<file path="src/dcu_pkg.sv">
package dcu_pkg;
   // ****************************************
   // Register offsets
   // ****************************************
   localparam logic [7:0] OFF_DATA   = 8'h00;
   localparam logic [7:0] OFF_IEN    = 8'h04;
   localparam logic [7:0] OFF_IDENT  = 8'h08;
   localparam logic [7:0] OFF_LCTL   = 8'h0C;
   localparam logic [7:0] OFF_LSTAT  = 8'h14;
   localparam logic [7:0] OFF_TCLK   = 8'h30;
   localparam logic [7:0] OFF_TIRQ   = 8'h3C;

   // ****************************************
   // Field positions
   // ****************************************
   localparam int LCTL_DIV_SEL   = 7;
   localparam int LCTL_BREAK     = 6;
   localparam int IEN_LSTAT      = 2;
   localparam int IEN_TXE        = 1;
   localparam int IEN_RXR        = 0;
   localparam int TCLK_BAUD      = 4;

   // ****************************************
   // Reset values and fixed codes
   // ****************************************
   localparam logic [7:0] LCTL_FIXED   = 8'h03;
   localparam logic [3:0] IDENT_NONE   = 4'h1;
   localparam logic [3:0] IDENT_LSTAT  = 4'h6;
   localparam logic [3:0] IDENT_RXR    = 4'h4;
   localparam logic [3:0] IDENT_TXE    = 4'h2;
   localparam logic [3:0] OVERSAMPLE   = 4'hF;
   localparam logic [3:0] MID_SAMPLE   = 4'h7;
   localparam logic [3:0] DATA_BITS    = 4'h8;
endpackage

</file>
<file path="src/dcu_baud_gen.sv">
`timescale 1ns/1ns
`default_nettype none
// ****************************************
// Sixteen-times bit rate tick generator
// ****************************************
module dcu_baud_gen (
   input  wire logic        pclk,
   input  wire logic        presetn,
   input  wire logic [15:0] baud_divisor,
   output logic             tick,
   output logic             bit_rate_clock_out
);
   typedef struct packed {
      logic [15:0] cnt;
      logic        tick;
      logic        lvl;
   } dcu_bg_s;

   dcu_bg_s st_reg;
   dcu_bg_s st_next;

   // Count down divisor; zero divisor stops ticks
   always_comb begin
      st_next      = st_reg;
      st_next.tick = 1'b0;
      if (baud_divisor == 16'h0000) begin
         st_next.cnt = 16'h0000;
         st_next.lvl = 1'b0;
      end else if (st_reg.cnt <= 16'h0001) begin
         st_next.cnt  = baud_divisor;
         st_next.tick = 1'b1;
         st_next.lvl  = ~st_reg.lvl;
      end else begin
         st_next.cnt = st_reg.cnt - 16'h0001;
      end
   end

   // State register
   always_ff @(posedge pclk or negedge presetn) begin
      if (!presetn) begin
         st_reg <= '0;
      end else begin
         st_reg <= st_next;
      end
   end

   assign tick               = st_reg.tick;
   assign bit_rate_clock_out = st_reg.lvl;
endmodule
`default_nettype wire

</file>
<file path="src/dcu_uart.sv">
// How it works
// - Bit clock is source clock over divisor, then over sixteen.
// - Divisor access bit set maps divisor low at 0x00, high at 0x04.
// - Divisor access bit clear makes 0x04 the interrupt enable register.
// - Enable bits: 2 line status, 1 transmit empty, 0 receive ready.
// - Identifier shows highest pending source: 6, 4, 2, else 1.
// - Overrun, framing or break raise line status; status read clears.
// - Received byte raises receive ready; status read clears it.
// - Identifier read showing 2 or new transmit byte clears transmit empty event.
// - Fixed eight data bits, one stop, no parity; control bits 5 to 0 read 0x03.
// - Holding empty bit set only when byte leaves holding register.
// - Bit rate clock level readable in test status clock bit 4.
// - Interrupt line level readable in test status irq bit 0.
// - Writes to 0x08 ignored, bits 7 to 4 read zero.
// - One byte holding register each way, no FIFO.
// - New received byte overwrites unread buffered byte.
// - Any divisor 0 to 65535 accepted.
`timescale 1ns/1ns
`default_nettype none
module dcu_uart (
   input  wire logic        pclk,
   input  wire logic        presetn,
   input  wire logic        psel,
   input  wire logic        penable,
   input  wire logic        pwrite,
   input  wire logic [7:0]  paddr,
   input  wire logic [31:0] pwdata,
   output logic      [31:0] prdata,
   output logic             pready,
   output logic             pslverr,
   input  wire logic        rx_pin,
   output logic             tx_pin,
   output logic             irq_line
);
   // ****************************************
   // Types
   // ****************************************
   typedef enum logic [1:0] {
      TX_IDLE  = 2'b00,
      TX_START = 2'b01,
      TX_DATA  = 2'b10,
      TX_STOP  = 2'b11
   } dcu_tx_e;

   typedef enum logic [1:0] {
      RX_IDLE  = 2'b00,
      RX_START = 2'b01,
      RX_DATA  = 2'b10,
      RX_STOP  = 2'b11
   } dcu_rx_e;

   typedef struct packed {
      logic [31:0] rdata;
      logic        ready;
      logic        err;
      logic [15:0] divisor;
      logic        div_sel;
      logic        brk;
      logic [2:0]  ien;
      logic [7:0]  tx_hold;
      logic        thr_full;
      logic        tx_holding_empty;
      logic        tx_ev;
      dcu_tx_e     tx_st;
      logic [7:0]  tx_shift;
      logic [3:0]  tx_sub;
      logic [3:0]  tx_bits;
      logic        tx_out;
      dcu_rx_e     rx_st;
      logic [7:0]  rx_shift;
      logic [3:0]  rx_sub;
      logic [3:0]  rx_bits;
      logic        rx_zero;
      logic [7:0]  rx_buf;
      logic        rx_valid;
      logic        overrun;
      logic        fault;
      logic        brk_seen;
      logic        irq;
      logic [1:0]  rx_sync;
   } dcu_st_s;

   dcu_st_s st_reg;
   dcu_st_s st_next;

   logic tick;
   logic baud_lvl;

   // ****************************************
   // Bit rate generator
   // ****************************************
   dcu_baud_gen u_baud (
      .pclk               (pclk),
      .presetn            (presetn),
      .baud_divisor       (st_reg.divisor),
      .tick               (tick),
      .bit_rate_clock_out (baud_lvl)
   );

   // Highest priority pending source code
   function automatic logic [3:0] ident_code(input logic ls, input logic rr, input logic te);
      logic [3:0] c;
      c = dcu_pkg::IDENT_NONE;
      if (ls) begin
         c = dcu_pkg::IDENT_LSTAT;
      end else if (rr) begin
         c = dcu_pkg::IDENT_RXR;
      end else if (te) begin
         c = dcu_pkg::IDENT_TXE;
      end
      return c;
   endfunction

   logic       ls_pend;
   logic       rr_pend;
   logic       te_pend;
   logic [3:0] cur_ident;
   logic       acc;
   logic       wr;
   logic       rd;
   logic       rx_s;
   logic       rx_done;
   logic       tx_load;
   logic [7:0] lstat;

   // Pending sources gated by enables
   assign ls_pend   = st_reg.ien[dcu_pkg::IEN_LSTAT] & (st_reg.overrun | st_reg.fault | st_reg.brk_seen);
   assign rr_pend   = st_reg.ien[dcu_pkg::IEN_RXR] & st_reg.rx_valid;
   assign te_pend   = st_reg.ien[dcu_pkg::IEN_TXE] & st_reg.tx_ev;
   assign cur_ident = ident_code(ls_pend, rr_pend, te_pend);
   assign acc       = psel & penable & ~st_reg.ready;
   assign wr        = acc & pwrite;
   assign rd        = acc & ~pwrite;
   assign rx_s      = st_reg.rx_sync[1];
   assign rx_done   = tick & (st_reg.rx_st == RX_STOP) & (st_reg.rx_sub == dcu_pkg::OVERSAMPLE);
   assign tx_load   = st_reg.thr_full & (st_reg.tx_st == TX_IDLE) & tick;
   assign lstat     = {1'b0, st_reg.tx_holding_empty & (st_reg.tx_st == TX_IDLE), st_reg.tx_holding_empty, st_reg.brk_seen,
                       st_reg.fault, 1'b0, st_reg.overrun, st_reg.rx_valid};

   // ****************************************
   // Next state logic
   // ****************************************
   always_comb begin
      st_next         = st_reg;
      st_next.ready   = 1'b0;
      st_next.err     = 1'b0;
      st_next.rx_sync = {st_reg.rx_sync[0], rx_pin};

      // Transmit shifter, one holding byte
      if (tx_load) begin
         st_next.tx_shift = st_reg.tx_hold;
         st_next.thr_full = 1'b0;
         st_next.tx_holding_empty     = 1'b1;
         st_next.tx_ev    = 1'b1;
         st_next.tx_st    = TX_START;
         st_next.tx_sub   = 4'h0;
         st_next.tx_out   = 1'b0;
      end else if (tick && st_reg.tx_st != TX_IDLE) begin
         st_next.tx_sub = st_reg.tx_sub + 4'h1;
         if (st_reg.tx_sub == dcu_pkg::OVERSAMPLE) begin
            case (st_reg.tx_st)
               TX_START: begin
                  st_next.tx_st    = TX_DATA;
                  st_next.tx_bits  = 4'h0;
                  st_next.tx_out   = st_reg.tx_shift[0];
               end
               TX_DATA: begin
                  if (st_reg.tx_bits == dcu_pkg::DATA_BITS - 4'h1) begin
                     st_next.tx_st  = TX_STOP;
                     st_next.tx_out = 1'b1;
                  end else begin
                     st_next.tx_bits  = st_reg.tx_bits + 4'h1;
                     st_next.tx_shift = {1'b0, st_reg.tx_shift[7:1]};
                     st_next.tx_out   = st_reg.tx_shift[1];
                  end
               end
               TX_STOP: begin
                  st_next.tx_st = TX_IDLE;
               end
               default: begin
                  st_next.tx_st = TX_IDLE;
               end
            endcase
         end
      end

      // Receiver, sampled at mid bit
      if (tick) begin
         case (st_reg.rx_st)
            RX_IDLE: begin
               if (!rx_s) begin
                  st_next.rx_st  = RX_START;
                  st_next.rx_sub = 4'h0;
               end
            end
            RX_START: begin
               st_next.rx_sub = st_reg.rx_sub + 4'h1;
               if (st_reg.rx_sub == dcu_pkg::MID_SAMPLE) begin
                  if (rx_s) begin
                     st_next.rx_st = RX_IDLE;
                  end else begin
                     st_next.rx_st   = RX_DATA;
                     st_next.rx_sub  = 4'h0;
                     st_next.rx_bits = 4'h0;
                     st_next.rx_zero = 1'b1;
                  end
               end
            end
            RX_DATA: begin
               st_next.rx_sub = st_reg.rx_sub + 4'h1;
               if (st_reg.rx_sub == dcu_pkg::OVERSAMPLE) begin
                  st_next.rx_shift = {rx_s, st_reg.rx_shift[7:1]};
                  st_next.rx_zero  = st_reg.rx_zero & ~rx_s;
                  st_next.rx_bits  = st_reg.rx_bits + 4'h1;
                  if (st_reg.rx_bits == dcu_pkg::DATA_BITS - 4'h1) begin
                     st_next.rx_st = RX_STOP;
                  end
               end
            end
            RX_STOP: begin
               st_next.rx_sub = st_reg.rx_sub + 4'h1;
               if (st_reg.rx_sub == dcu_pkg::OVERSAMPLE) begin
                  st_next.rx_st    = RX_IDLE;
                  st_next.rx_buf   = st_reg.rx_shift;
                  st_next.overrun  = st_reg.overrun | st_reg.rx_valid;
                  st_next.fault    = st_reg.fault | ~rx_s;
                  st_next.brk_seen = st_reg.brk_seen | (st_reg.rx_zero & ~rx_s);
               end
            end
            default: begin
               st_next.rx_st = RX_IDLE;
            end
         endcase
      end

      // ****************************************
      // APB access
      // ****************************************
      if (acc) begin
         st_next.ready = 1'b1;
         st_next.rdata = 32'h0000_0000;
      end
      if (wr) begin
         case (paddr)
            dcu_pkg::OFF_DATA: begin
               if (st_reg.div_sel) begin
                  st_next.divisor[7:0] = pwdata[7:0];
               end else begin
                  st_next.tx_hold  = pwdata[7:0];
                  st_next.thr_full = 1'b1;
                  st_next.tx_holding_empty     = 1'b0;
                  st_next.tx_ev    = 1'b0;
               end
            end
            dcu_pkg::OFF_IEN: begin
               if (st_reg.div_sel) begin
                  st_next.divisor[15:8] = pwdata[7:0];
               end else begin
                  st_next.ien = pwdata[2:0];
               end
            end
            dcu_pkg::OFF_IDENT: begin
            end
            dcu_pkg::OFF_LCTL: begin
               st_next.div_sel = pwdata[dcu_pkg::LCTL_DIV_SEL];
               st_next.brk     = pwdata[dcu_pkg::LCTL_BREAK];
            end
            dcu_pkg::OFF_LSTAT, dcu_pkg::OFF_TCLK, dcu_pkg::OFF_TIRQ: begin
            end
            default: begin
               st_next.err = 1'b1;
            end
         endcase
      end
      if (rd) begin
         case (paddr)
            dcu_pkg::OFF_DATA: begin
               if (st_reg.div_sel) begin
                  st_next.rdata[7:0] = st_reg.divisor[7:0];
               end else begin
                  st_next.rdata[7:0] = st_reg.rx_buf;
                  if (st_next.rx_st == st_reg.rx_st || st_reg.rx_st != RX_STOP) begin
                     st_next.rx_valid = 1'b0;
                  end
               end
            end
            dcu_pkg::OFF_IEN: begin
               st_next.rdata[7:0] = st_reg.div_sel ? st_reg.divisor[15:8] : {5'h00, st_reg.ien};
            end
            dcu_pkg::OFF_IDENT: begin
               st_next.rdata[7:0] = {4'h0, cur_ident};
               if (cur_ident == dcu_pkg::IDENT_TXE && !tx_load) begin
                  st_next.tx_ev = 1'b0;
               end
            end
            dcu_pkg::OFF_LCTL: begin
               st_next.rdata[7:0] = {st_reg.div_sel, st_reg.brk, 6'h00} | dcu_pkg::LCTL_FIXED;
            end
            dcu_pkg::OFF_LSTAT: begin
               st_next.rdata[7:0] = lstat;
               // Error flags clear on read; a frame ending now loads its own flags instead
               if (rx_done) begin
                  st_next.overrun  = st_reg.rx_valid;
                  st_next.fault    = ~rx_s;
                  st_next.brk_seen = st_reg.rx_zero & ~rx_s;
               end else begin
                  st_next.overrun  = 1'b0;
                  st_next.fault    = 1'b0;
                  st_next.brk_seen = 1'b0;
                  st_next.rx_valid = 1'b0;
               end
            end
            dcu_pkg::OFF_TCLK: begin
               st_next.rdata[dcu_pkg::TCLK_BAUD] = baud_lvl;
            end
            dcu_pkg::OFF_TIRQ: begin
               st_next.rdata[0] = st_reg.irq;
            end
            default: begin
               st_next.err = 1'b1;
            end
         endcase
      end

      // Received byte sets data valid; set wins over clear
      if (tick && st_reg.rx_st == RX_STOP && st_reg.rx_sub == dcu_pkg::OVERSAMPLE) begin
         st_next.rx_valid = 1'b1;
      end

      st_next.irq = ls_pend | rr_pend | te_pend;
   end

   // ****************************************
   // State register
   // ****************************************
   always_ff @(posedge pclk or negedge presetn) begin
      if (!presetn) begin
         st_reg         <= '0;
         st_reg.tx_out  <= 1'b1;
         st_reg.rx_sync <= 2'b11;
      end else begin
         st_reg <= st_next;
      end
   end

   // Outputs
   always_ff @(posedge pclk or negedge presetn) begin
      if (!presetn) begin
         tx_pin <= 1'b1;
      end else begin
         tx_pin <= st_next.tx_out & ~st_next.brk;
      end
   end

   assign prdata   = st_reg.rdata;
   assign pready   = st_reg.ready;
   assign pslverr  = st_reg.err;
   assign irq_line = st_reg.irq;
endmodule
`default_nettype wire

</file>
<file path="config.mk">
export PLATFORM = sky130hd
export DESIGN_NAME = dcu_uart
export DESIGN_NICKNAME = d
export VERILOG_FILES = /design/src/dcu_pkg.sv /design/src/dcu_baud_gen.sv /design/src/dcu_uart.sv
export SDC_FILE = /design/constraint.sdc
export NUM_CORES = 1
export LEC_CHECK = 0
export ABC_CLOCK_PERIOD_IN_PS = 4000
export BUFFER_PORTS_ARGS = -buffer_cell sky130_fd_sc_hd__clkbuf_2
export CAP_MARGIN = 15
export CORE_MARGIN = 2
export CORE_UTILIZATION = 45
export CTS_BUF_LIST = sky130_fd_sc_hd__clkbuf_16
export CTS_CLUSTER_DIAMETER = 40
export DETAILED_ROUTE_END_ITERATION = 12
export PLACE_DENSITY_LB_ADDON = 0.05
export SLEW_MARGIN = 20
export SYNTH_ARGS = -nofsm -noshare
export SYNTH_HDL_FRONTEND = slang
export SYNTH_HIERARCHICAL = 1
export SYNTH_SLANG_ARGS = --single-unit
</file>
<file path="constraint.sdc">
create_clock -name pclk -period 4 [get_ports pclk]
set_input_delay 0.8 -clock pclk [delete_from_list [all_inputs] [get_ports pclk]]
set_output_delay 0.8 -clock pclk [all_outputs]
set_load 0.01 [all_outputs]
</file>
==> flow_summary.yaml <==
placed_design:
  place_ws_ps: 1030
  dp_hpwl_mm: 9.14
  port-buffer-count: 33
  place_congestion: 0.801
yosys:
  synthXorXnorAreaFrac: 0.0236
  yosys.cell_types.count: 70
  synth_seq_cells: 114
  ys_seq_area_frac: 0.482
  synthMuxAreaShare: 0.109
  synth-simple-area-share: 0.163
  synth_edf_count: 0
  synth_top_family_by_area: "simple AND/OR/NAND/NOR gates"
  yosysWarnings: 6
  synth.area.top_cells: "dfrtp_1 (46%), mux2_2 (8.0%), buf_4 (4.2%)"
  synth_top_area_frac: 0.464
  ys.flop_type: "dfrtp_1"
  synth.largest_area_cell: "dfrtp_1"
  synthArstFlopShare: 1.00
  synth_common_cells: "dfrtp_1 (110), nand2_1 (55), mux2_2 (42)"
  netlist_area_sq_mm: 0.00593
  yosys.area_share.adder: 0.0190
  syn_inst: 558
  synth_compound_area_frac: 0.132
  synth_most_common_cell: "dfrtp_1"
  synth.avg_cell_area_sq_um: 10.6
cts:
  postCtsSetupRepairBufs: 0
  clk_pin_slew_worst_paths_ps: 50
  cts_tree: "yes"
  cts_buffers: 17
  post_cts_resized: 0
  cts_hold_buf: 0
  cts.sinks: 114
  clkLatencyLatePin_ps: 410
  cts-root-buf: "clkbuf_16"
  clock_path_buffers: 2
  htree_levels: 4
sta:
  relSlewSlack: 0.364
  setup_viol: 0
  fin_crit_ps: 2550
  period_share: 0.637
  hold_violations: 0
  timing.fmax_mhz: 392
  tightest_slew_ps: 950
  layout_setup_ws_ps: 1450
  finalClockSkew_ps: 6.41
  rsz0062_at_grt: "false"
  finalMaxSlewViolations: 0
  finalSetupTns_ps: 0
power:
  p_per_area_mw_per_mm2: 671
  peakVddDrop_mv: 0.320
  p_leak_nw: 3.15
critical_path:
  required_ps: 4250
  critPathKind: "in -> reg"
  crit_buf_inv: 1
  reg2regPathDepth: 6
  cpMostUsedCell: "nor3_1"
  cp_slowest_cell: "nor4_4"
  cpPeakStageDelay_ps: 530
  critPathArrivalTime_ps: 2800
  crit_chain: "clkbuf_2 -> nor4_4 -> nand2_4 -> nor3_1 -> mux2_2 -> nor3_1"
  reg2reg_from: "u_baud/st_reg[2]$_DFF_PN0_"
  critPathLaunchType: "input port"
  cp-end-kind: "flip-flop"
  crit_start: "paddr[1]"
  rr_endpoint: "u_baud/st_reg[3]$_DFF_PN0_"
  critPathTopFamily: "simple AND/OR/NAND/NOR gates"
  worstPathMaxFanout: 9
  regToRegSetupSlack_ps: 1480
job:
  drv_cap: 0
global_route:
  antenna_found_initial: 1
  grt_pass1_wl_mm: 21.6
  first_global_vias: 4097
  track_usage: 0.196
  overflow: 0
  grt_start_max_net_pins: 62
finish:
  fill_cells: 1176
  fin_nets: 634
  area_delta_synth_final_pct: 12.7
  antennaDiodeCount: 0
  largest_reg_flops: 77
  drive_gt1_frac: 0.236
detailed_routing:
  drtAntennaViolNets: 0
  wl_per_cell_um: 17.0
  drcViolationCount: 0
  dr_total_vias: 4199
  drt-initial-drc-count: 257
  vias_per_cell: 5.50
  wl_mm: 13.0
  drt-pass1-iter-count: 4
floorplan:
  die-area_sq_mm: 0.0141
  ios: 82
  die_h_um: 119
  rows: 41
  die_w_um: 119
  start_util: 0.466
  core_sq_mm: 0.0127
min_path:
  min_from: "st_next[1]$_DFF_PN1_"
  hold_end: "rx_s$_DFF_PN1_"
  hold_class: "reg -> reg"
  hold_depth: 0
run_status:
  outcome: "completed"
-- report_power, final --
group	leakage [nW]	switching (W)	internal, W	total (W)
Combinational	1.32	0.000957	0.000534	0.00149
Sequential	1.53	0.000148	0.00128	0.00143
Clock	0.294	0.000533	0.00103	0.00157
Total	3.15	0.00164	0.00285	0.00449
-- final cells by class --
type,count,area [sq um],share of cell area
clock buffers,17,425,0.0636
clock inverters,15,191,0.0286
inverters,13,48.8,0.00730
multi-input cells,394,2740,0.409
flip-flops and latches,114,2860,0.427
well taps,172,215,0.0322
repair buffers,39,213,0.0318
-- stage by stage --
step	std cells	util	hold WS, ps	total power [W]	area (sq um)
finish	764	0.526	356	0.00449	6690
global route	764	0.526	357	0.00478	6690
CTS	764	0.526	356	0.00453	6690
detailed placement	732	0.477	349	0.00293	6070
global placement	732	0.477	348	0.00290	6070
floorplan	581	-	345	0.00271	6020
-- cells by family (layout without fill, tap and decap cells) --
family          after synthesis  after routing
compound gates              113            113
xor+xnor                     16             16
fa+ha+maj                     9              9
buf+inv                      73             84
flops                       114            114
mux                          56             56
other cells                   1             24
simple gates                176            176
-- cell usage in the layout (no fill, tap or decap), types with 8 or more instances in the layout --
cell type    n
nand3_1     11
o21ai_0     35
xor2_1      13
nand4_1      8
nor3_1      19
dfrtp_1    110
nor2_1      29
a21oi_1     19
a211oi_1     8
nand2_1     55
clkbuf_2    32
mux2_2      42
conb_1      24
ha_1         9
inv_1       13
clkbuf_16   17
nor2b_1      9
o31ai_1      9
-- routing by layer --
metal	wire length, um	up-vias	GRT usage
met3	429	16	0.0465
met4	199	2	0.0751
li1	-	2013	-
met5	13	-	0
met2	6190	66	0.307
met1	6190	2102	0.264
-- worst max-delay path by stage --
stage,end,depth (start not counted),slack [ps]
finish,tx_pin$_DFF_PN1_,6,1450
global route,u_baud/st_reg[3]$_DFF_PN0_,6,1280
CTS,tx_pin$_DFF_PN1_,6,1460
detailed placement,tx_pin$_DFF_PN1_,6,1030
global placement,tx_pin$_DFF_PN1_,6,1070
floorplan,st_reg[56]$_DFFE_PN0P_,5,1640
Power figures use the tool's default switching activity.
